### src/page_vector_pkg.sv
// constants and carrier types for program paging and vector relocation
package page_vector_pkg;
    localparam int ADDR_W = 16;
    localparam int DATA_W = 16;
    localparam int PAGE_W = 4;
    localparam int MMR_ADDR_W = 8;
    localparam logic [MMR_ADDR_W-1:0] MMR_LAST = 8'h1F;
    localparam logic [MMR_ADDR_W-1:0] MODE_STATUS_OFFSET = 8'h1D;
    localparam logic [MMR_ADDR_W-1:0] PAGE_EXT_OFFSET = 8'h1E;
    localparam int VECTOR_POINTER_LSB = 7;
    localparam int VECTOR_POINTER_W = 9;
    localparam int OVERLAY_BIT = 5;
    localparam logic [DATA_W-1:0] MODE_STATUS_RESET = 16'hFF80;
    localparam logic [PAGE_W-1:0] PAGE_EXT_RESET = 4'h0;
    localparam logic [ADDR_W-1:0] COMMON_LAST = 16'h5FFF;
    localparam logic [1:0] VECTOR_STRIDE_SHIFT = 2'h2;
    localparam logic [ADDR_W-1:0] RESET_VECTOR = 16'hFF80;
    localparam logic [PAGE_W-1:0] SHADOW_WORDS_LOG2 = 4'h5;
    typedef enum logic [3:0] {
        OP_NONE, OP_FAR_BRANCH, OP_FAR_BRANCH_ACC, OP_FAR_CALL, OP_FAR_CALL_ACC,
        OP_FAR_RETURN, OP_FAR_RETURN_IE, OP_PROG_READ_ACC, OP_PROG_WRITE_ACC
    } far_op_type;
    typedef struct packed {
        far_op_type op;
        logic [PAGE_W-1:0] page;
        logic [ADDR_W-1:0] addr;
    } far_request_type;
    typedef struct packed {
        logic [PAGE_W-1:0] page;
        logic [ADDR_W-1:0] addr;
        logic on_chip;
    } program_address_type;
endpackage

### src/mmr_shadow.sv
// small register store for the reserved core mmr slots
`timescale 1ns/100ps
`default_nettype none
module mmr_shadow
    import page_vector_pkg::*;
(
    input wire logic clk,
    input wire logic rst,
    input wire logic wr_en,
    input wire logic [4:0] wr_addr,
    input wire logic [DATA_W-1:0] wr_data,
    input wire logic [4:0] rd_addr,
    output logic [DATA_W-1:0] rd_data
);
    logic [DATA_W-1:0] mem [0:(1<<SHADOW_WORDS_LOG2)-1];

    always_ff @(posedge clk)
    begin
        if (wr_en)
        begin
            mem[wr_addr] <= wr_data;
        end
    end

    always_ff @(posedge clk)
    begin
        if (rst)
        begin
            rd_data <= '0;
        end
        else
        begin
            rd_data <= mem[rd_addr];
        end
    end
endmodule
`default_nettype wire

### src/program_page_vector_relocation.sv
// program page extension, overlay routing and vector relocation logic
// Behaviour
// - four upper lines extend space to 1M
// - page selects one of 64K-word pages
// - eight far ops and writes to the page register drive pages
// - overlay gives shared 24K common block
// - page from extension register, reset zero
// - low 24K on-chip if overlay, else external
// - trap loads pc with vector address
// - vectors spaced four words apart
// - after reset vectors at FF80h
// - vector pointer relocates later vectors
// - hardware reset sets pointer all ones
// - core registers decode in 0h..1Fh
//
// Added by the designer: the strobed register port.
`timescale 1ns/100ps
`default_nettype none
module program_page_vector_relocation
    import page_vector_pkg::*;
(
    input wire logic CLOCK,
    input wire logic RST,
    input wire logic [MMR_ADDR_W-1:0] REG_ADDR,
    input wire logic [DATA_W-1:0] REG_WDATA,
    input wire logic REG_WR,
    input wire logic REG_RD,
    output logic [DATA_W-1:0] REG_RDATA,
    input wire page_vector_pkg::far_request_type FAR_REQ,
    input wire logic FAR_VALID,
    input wire logic TRAP_TAKE,
    input wire logic [4:0] TRAP_NUMBER,
    input wire logic [ADDR_W-1:0] PC_NEXT,
    output logic [ADDR_W-1:0] PROGRAM_COUNTER,
    output logic [PAGE_W-1:0] UPPER_PROGRAM_ADDRESS_LINES,
    output logic [ADDR_W-1:0] PROGRAM_ADDRESS,
    output logic PROGRAM_ON_CHIP,
    output logic PROGRAM_WRITE,
    output logic OVERLAY_SELECT
);
    import page_vector_pkg::*;

    typedef enum logic [1:0] {
        READ_NONE,
        READ_MODE_STATUS,
        READ_PAGE_EXT,
        READ_SHADOW
    } read_source_type;

    logic [DATA_W-1:0] mode_status_q;
    logic [PAGE_W-1:0] page_ext_q;
    logic [ADDR_W-1:0] pc_q;
    logic [PAGE_W-1:0] page_out_q;
    logic [ADDR_W-1:0] addr_out_q;
    logic on_chip_q;
    logic write_q;
    logic acc_valid_q;
    logic acc_write_q;
    logic [PAGE_W-1:0] acc_page_q;
    logic [ADDR_W-1:0] acc_addr_q;
    read_source_type read_source_q;
    logic [DATA_W-1:0] read_value_q;
    logic [DATA_W-1:0] shadow_rdata;
    logic core_wr;
    logic mode_status_wr;
    logic page_ext_wr;
    logic shadow_wr;
    logic far_transfer;
    logic acc_access;
    logic overlay_select;
    logic [VECTOR_POINTER_W-1:0] vector_pointer;
    program_address_type next_fetch;

    function automatic logic in_core_window(input logic [MMR_ADDR_W-1:0] a);
        in_core_window = (a <= MMR_LAST);
    endfunction

    // low block of every page is on-chip only when the overlay is set
    function automatic logic routes_on_chip(input logic overlay, input logic [ADDR_W-1:0] a);
        routes_on_chip = overlay && (a <= COMMON_LAST);
    endfunction

    // far ops that move both page and pc
    function automatic logic is_far_transfer(input far_op_type op);
        is_far_transfer = op inside {OP_FAR_BRANCH, OP_FAR_BRANCH_ACC, OP_FAR_CALL,
            OP_FAR_CALL_ACC, OP_FAR_RETURN, OP_FAR_RETURN_IE};
    endfunction

    // program reads and writes by accumulator borrow the lines for one fetch
    function automatic logic is_acc_access(input far_op_type op);
        is_acc_access = (op == OP_PROG_READ_ACC) || (op == OP_PROG_WRITE_ACC);
    endfunction

    assign overlay_select = mode_status_q[OVERLAY_BIT];
    assign vector_pointer = mode_status_q[VECTOR_POINTER_LSB +: VECTOR_POINTER_W];
    assign core_wr = REG_WR && in_core_window(REG_ADDR);
    assign mode_status_wr = REG_WR && (REG_ADDR == MODE_STATUS_OFFSET);
    assign page_ext_wr = REG_WR && (REG_ADDR == PAGE_EXT_OFFSET);
    assign shadow_wr = core_wr && !mode_status_wr && !page_ext_wr;
    assign far_transfer = FAR_VALID && is_far_transfer(FAR_REQ.op);
    assign acc_access = FAR_VALID && is_acc_access(FAR_REQ.op);

    always_ff @(posedge CLOCK)
    begin
        if (RST)
        begin
            mode_status_q <= MODE_STATUS_RESET;
        end
        else if (mode_status_wr)
        begin
            mode_status_q <= REG_WDATA;
        end
    end

    // trap on the same cycle as a far op: trap wins, page held
    always_ff @(posedge CLOCK)
    begin
        if (RST)
        begin
            page_ext_q <= PAGE_EXT_RESET;
        end
        else if (TRAP_TAKE)
        begin
            page_ext_q <= page_ext_q;
        end
        else if (far_transfer)
        begin
            page_ext_q <= FAR_REQ.page;
        end
        else if (page_ext_wr)
        begin
            page_ext_q <= REG_WDATA[PAGE_W-1:0];
        end
    end

    always_ff @(posedge CLOCK)
    begin
        if (RST)
        begin
            pc_q <= RESET_VECTOR;
        end
        else if (TRAP_TAKE)
        begin
            // vector slot = pointer page plus four words per source
            pc_q <= {vector_pointer, TRAP_NUMBER, VECTOR_STRIDE_SHIFT'(0)};
        end
        else if (far_transfer)
        begin
            pc_q <= FAR_REQ.addr;
        end
        else
        begin
            pc_q <= PC_NEXT;
        end
    end

    // one stage here keeps accumulator accesses on the same pin timing as far ops
    always_ff @(posedge CLOCK)
    begin
        if (RST)
        begin
            acc_valid_q <= 1'b0;
            acc_write_q <= 1'b0;
            acc_page_q <= PAGE_EXT_RESET;
            acc_addr_q <= RESET_VECTOR;
        end
        else
        begin
            acc_valid_q <= acc_access;
            acc_write_q <= FAR_VALID && (FAR_REQ.op == OP_PROG_WRITE_ACC);
            acc_page_q <= FAR_REQ.page;
            acc_addr_q <= FAR_REQ.addr;
        end
    end

    always_comb
    begin
        next_fetch.page = page_ext_q;
        next_fetch.addr = pc_q;
        if (acc_valid_q)
        begin
            next_fetch.page = acc_page_q;
            next_fetch.addr = acc_addr_q;
        end
        next_fetch.on_chip = routes_on_chip(overlay_select, next_fetch.addr);
    end

    always_ff @(posedge CLOCK)
    begin
        if (RST)
        begin
            page_out_q <= PAGE_EXT_RESET;
            addr_out_q <= RESET_VECTOR;
            on_chip_q <= 1'b0;
            write_q <= 1'b0;
        end
        else
        begin
            page_out_q <= next_fetch.page;
            addr_out_q <= next_fetch.addr;
            on_chip_q <= next_fetch.on_chip;
            write_q <= acc_valid_q && acc_write_q;
        end
    end

    mmr_shadow u_shadow (
        .clk(CLOCK),
        .rst(RST),
        .wr_en(shadow_wr),
        .wr_addr(REG_ADDR[4:0]),
        .wr_data(REG_WDATA),
        .rd_addr(REG_ADDR[4:0]),
        .rd_data(shadow_rdata)
    );

    // source and value are taken on the strobe edge itself
    always_ff @(posedge CLOCK)
    begin
        if (RST)
        begin
            read_source_q <= READ_NONE;
            read_value_q <= '0;
        end
        else if (REG_RD && in_core_window(REG_ADDR))
        begin
            if (REG_ADDR == MODE_STATUS_OFFSET)
            begin
                read_source_q <= READ_MODE_STATUS;
                read_value_q <= mode_status_q;
            end
            else if (REG_ADDR == PAGE_EXT_OFFSET)
            begin
                read_source_q <= READ_PAGE_EXT;
                read_value_q <= {{(DATA_W-PAGE_W){1'b0}}, page_ext_q};
            end
            else
            begin
                read_source_q <= READ_SHADOW;
                read_value_q <= '0;
            end
        end
        else
        begin
            read_source_q <= READ_NONE;
            read_value_q <= '0;
        end
    end

    // a plain select between two flops: a further register would cost the
    // one-cycle answer, since the store already registers its read word
    assign REG_RDATA = (read_source_q == READ_SHADOW) ? shadow_rdata : read_value_q;

    always_ff @(posedge CLOCK)
    begin
        if (RST)
        begin
            PROGRAM_COUNTER <= RESET_VECTOR;
            UPPER_PROGRAM_ADDRESS_LINES <= PAGE_EXT_RESET;
            PROGRAM_ADDRESS <= RESET_VECTOR;
            PROGRAM_ON_CHIP <= 1'b0;
            PROGRAM_WRITE <= 1'b0;
            OVERLAY_SELECT <= 1'b0;
        end
        else
        begin
            PROGRAM_COUNTER <= pc_q;
            UPPER_PROGRAM_ADDRESS_LINES <= page_out_q;
            PROGRAM_ADDRESS <= addr_out_q;
            PROGRAM_ON_CHIP <= on_chip_q;
            PROGRAM_WRITE <= write_q;
            OVERLAY_SELECT <= overlay_select;
        end
    end
endmodule
`default_nettype wire

### config.mk
export PLATFORM = sky130hd
export DESIGN_NAME = program_page_vector_relocation
export DESIGN_NICKNAME = d
export VERILOG_FILES = /design/src/page_vector_pkg.sv /design/src/mmr_shadow.sv /design/src/program_page_vector_relocation.sv
export SDC_FILE = /design/constraint.sdc
export NUM_CORES = 1
export LEC_CHECK = 0
export BUFFER_PORTS_ARGS = -buffer_cell sky130_fd_sc_hd__clkbuf_2
export CORE_AREA = 4 4 214 216
export CTS_CLUSTER_SIZE = 28
export DETAILED_ROUTE_END_ITERATION = 12
export DIE_AREA = 0 0 218 220
export HOLD_SLACK_MARGIN = 0.12
export PLACE_DENSITY = 0.74
export SLEW_MARGIN = 30
export SYNTH_ARGS = -nofsm -noshare
export SYNTH_HDL_FRONTEND = slang
export SYNTH_HIERARCHICAL = 1
export SYNTH_SLANG_ARGS = --single-unit
### constraint.sdc
create_clock -name CLOCK -period 2.7 [get_ports CLOCK]
set_input_delay 0.135 -clock CLOCK [delete_from_list [all_inputs] [get_ports CLOCK]]
set_output_delay 0.135 -clock CLOCK [all_outputs]
set_load 0.02 [all_outputs]
==> results.py <==
metrics = {
    "min_path": {
        "hp-class": "input port to flip-flop",
        "holdPathEnd": "u_shadow/mem[1][0]$_DFFE_PP_",
        "min_from": "REG_WDATA[0]",
        "holdPathStages": 1,
    },
    "pwr": {
        "power_density_nw_per_um2": 729.0,
        "p_int_w": 0.01686,
        "ir_drop_uv": 530.4,
        "p_total_w": 0.02128,
        "p_seq_share_pct": 52.5,
        "swShare_pct": 20.77,
        "leakage_nw": 10.18,
        "share_clk_of_total_power_pct": 42.4,
        "p_comb_share_pct": 5.1,
        "p_sw_w": 0.004419,
    },
    "sta": {
        "setup_viol": 0,
        "rsz0062_at_grt": "no",
        "fin_ws_ps": 315.4,
        "fmax_mhz": 419.4,
        "holdWs_ps": 141.3,
        "final_hold_viol_count": 0,
        "slew_viol_final": 0,
        "worstMarginPinSlew_ps": 900.1,
        "finClkSkew_ps": 21.66,
        "max_slew_margin_pct": 40.00,
        "period_needed_ps": 2385,
        "fin_setup_tns_ps": 0,
        "period_share_pct": 88.32,
    },
    "yosys": {
        "postSynthNetCount": 1424,
        "postSynthAreaPerCell_um2": 18.38,
        "muxShareOfSynthArea_pct": 14.14,
        "yosys.cell_types.count": 49,
        "synth_edf_count": 512,
        "synth_ff_type": "edfxtp_1",
        "yosys.area_share.simple_pct": 5.882,
        "synth-xor-area-share_pct": 0,
        "synthAdderAreaFrac_pct": 0,
        "yosysSeqAreaShare_pct": 74.34,
        "synth_top_family_by_area": "multiplexers",
        "syn_inst": 1349,
        "synth-seq-cells": 665,
        "synth_compound_area_share_pct": 3.673,
        "syn_area_um2": 24800,
        "yosysWarnings": 6,
        "async_flop_share_pct": 0,
    },
    "clock_network": {
        "clock_latency_ps": 580,
        "cts_max_level": 3,
        "clk_pin_slew_ps": 60,
        "clock_sinks": 665,
        "cts_tree": "done",
        "cts-root-buf": "clkbuf_16",
        "clockBufferDepth": 3,
        "post_cts_buffers": 0,
        "cts_buffers": 66,
    },
    "worst_setup_path": {
        "timing_worst_setup_path_type": "input port to flip-flop",
        "critical_path_required_ps": 3220,
        "r2r_setup_slack_ps": 890,
        "crit_arrival_ps": 2900,
        "cp-end-kind": "flip-flop",
        "r2r-start": "u_shadow/mem[23][3]$_DFFE_PP_",
        "reg2reg_depth": 3,
        "rr_endpoint": "u_shadow/rd_data[3]$_SDFF_PP0_",
        "critical_path.startpoint_type": "input port",
        "worst-path-max-fanout": 15,
    },
    "run_status": {
        "status": "finished clean",
    },
    "floorplan": {
        "std_cell_rows": 77,
        "die_height_um": 220,
        "core_area_um2": 43930,
        "fp.dieW_um": 218,
        "start_util_pct": 56.45,
        "ios": 130,
        "die_area_um2": 47960,
    },
    "job": {
        "maxCapViolCount": 0,
    },
    "global_routing": {
        "grt_max_degree": 106,
        "grt_pass1_wl_mm": 88.31,
        "grt_pass1_vias": 13830,
        "grt_usage_pct": 24.99,
        "overflow": 0,
        "antenna_found_initial": 1,
    },
    "cells_and_area": {
        "largest_register_ffs": 512,
        "fin_nets": 1693,
        "drive_gt1_share_pct": 27.35,
        "diodes": 0,
        "top_register": "u_shadow/mem",
        "fill_cells": 2848,
        "syn_to_final_growth_pct": 17.68,
    },
    "route": {
        "drc_errors": 0,
        "ant_nets": 0,
        "num_vias": 13670,
        "detail_route.vias_per_cell": 6.053,
        "drt_wl_total_mm": 59.69,
        "drt_pass1_iterations": 5,
        "routedWlPerCell_um": 26.42,
        "drtIter0Drc": 1774,
    },
    "placement": {
        "port-buffer-count": 129,
        "hpwl_mm": 35.87,
        "place_ws_ps": 332.8,
        "routabilityCongestion": 0.8609,
    },
}
[how the worst max path moves through the flow]
stage	startpoint	to	cells past startpoint
after global placement	REG_ADDR[5]	u_shadow/mem[4][0]$_DFFE_PP_	6
after CTS	REG_ADDR[7]	read_value_q[2]$_SDFF_PP0_	7
final	REG_ADDR[7]	read_value_q[2]$_SDFF_PP0_	7
after floorplan	REG_ADDR[5]	u_shadow/mem[12][0]$_DFFE_PP_	5
after detailed placement	REG_ADDR[0]	u_shadow/mem[21][0]$_DFFE_PP_	5
after global routing	REG_ADDR[7]	read_value_q[1]$_SDFF_PP0_	7
[timing repair]
item,CTS,global route
endpoints found under the hold margin,91,0
hold buffers,68,0
resized for setup,0,0
endpoints found under the setup margin,0,0
[cell type report]
class / count / area, µm² / share of cell area, %
flip-flops and latches: 665 / 18440 / 63.17
multi-input cells: 603 / 5879 / 20.14
repair buffers: 276 / 1959 / 6.713
clock buffers: 91 / 1944 / 6.662
well taps: 592 / 740.7 / 2.538
clock inverters: 26 / 202.7 / 0.6945
inverters: 6 / 22.52 / 0.07716
[Yosys cell counts (2+ instances only)]
| cell type | number | area share [%] |
|---|---|---|
| nand3b_1 | 15 | 0.45 |
| a22oi_1 | 17 | 0.51 |
| o21ai_1 | 2 | 0.040 |
| o21ai_0 | 9 | 0.18 |
| nor2_1 | 63 | 0.95 |
| nand4b_1 | 2 | 0.071 |
| nand2_1 | 70 | 1.1 |
| a21oi_1 | 13 | 0.26 |
| nand3_1 | 4 | 0.081 |
| nor2b_1 | 47 | 1.2 |
| buf_4 | 8 | 0.24 |
| mux2i_1 | 77 | 3.1 |
| inv_1 | 5 | 0.076 |
| clkbuf_1 | 29 | 0.44 |
| a221oi_1 | 19 | 0.67 |
| nand2b_1 | 8 | 0.20 |
| mux4_1 | 9 | 0.95 |
| nor3_1 | 7 | 0.14 |
| buf_12 | 4 | 0.32 |
| mux4_2 | 103 | 9.4 |
| or3b_2 | 3 | 0.11 |
| a31oi_1 | 26 | 0.66 |
| dfxtp_1 | 153 | 12 |
| mux2_2 | 16 | 0.73 |
| edfxtp_1 | 512 | 62 |
| nor4b_1 | 4 | 0.14 |
| or2_2 | 27 | 0.68 |
| buf_8 | 2 | 0.12 |
| a211o_1 | 9 | 0.32 |
| buf_6 | 5 | 0.23 |
| a221o_1 | 16 | 0.65 |
| and2_1 | 13 | 0.33 |
| a22o_1 | 3 | 0.11 |
| buf_2 | 22 | 0.44 |
| or3_1 | 3 | 0.076 |
| o2111ai_1 | 6 | 0.21 |
| and3_1 | 2 | 0.050 |
| buf_1 | 5 | 0.076 |
[kinds of logic (layout without fill, tap and decap cells)]
kind of cell,after synthesis,in the layout
mux,205,205
simple gates,276,276
buf+inv,81,399
compound gates,122,122
flops,665,665
[through the flow]
stage                     utilization (%)  instances  area, µm²
after floorplan                         -       1349      24800
after global placement              59.99       2074      26360
after detailed placement            59.99       2074      26360
after CTS                           66.43       2259      29180
after global routing                66.44       2259      29190
final                               66.44       2259      29190
[critical path: stages]
cell	delay [ps]
dlygate4sd3_1	550
clkbuf_2	130
nor3_2	320
dlygate4sd3_1	650
nand4b_1	160
nor2_1	690
a22o_1	260
[metal layers]
layer / part of all wire (%) / GRT usage (%) / vias to the layer above
li1: - / - / 5860
met1: 39 / 33.35 / 7057
met2: 50 / 42.83 / 652
met3: 7.8 / 4.454 / 103
met4: 2.6 / 7.141 / 2
met5: 0.022 / 0 / -
[power by group through the flow]
stage / combinational (W) / sequential [W] / clock, W
finish: 0.00109 / 0.0112 / 0.00903
global placement: 0.000983 / 0.0114 / 0
global route: 0.00115 / 0.0112 / 0.00961
detailed placement: 0.000998 / 0.0114 / 0
CTS: 0.00108 / 0.0112 / 0.00917
floorplan: 0.000549 / 0.0114 / 0
[placed cells by master, fill, tap and decap left out, types with 15 or more instances in the layout]
cell type	n
nand2_1	70
nand3b_1	15
dlygate4sd3_1	68
a31oi_1	26
a221oi_1	19
buf_4	78
or2_2	27
a221o_1	16
nor2b_1	47
mux4_2	103
nor2_1	62
mux2_2	16
clkbuf_2	126
edfxtp_1	512
clkbuf_16	73
a22oi_1	17
dfxtp_1	153
mux2i_1	77
Power figures use the tool's default switching activity.
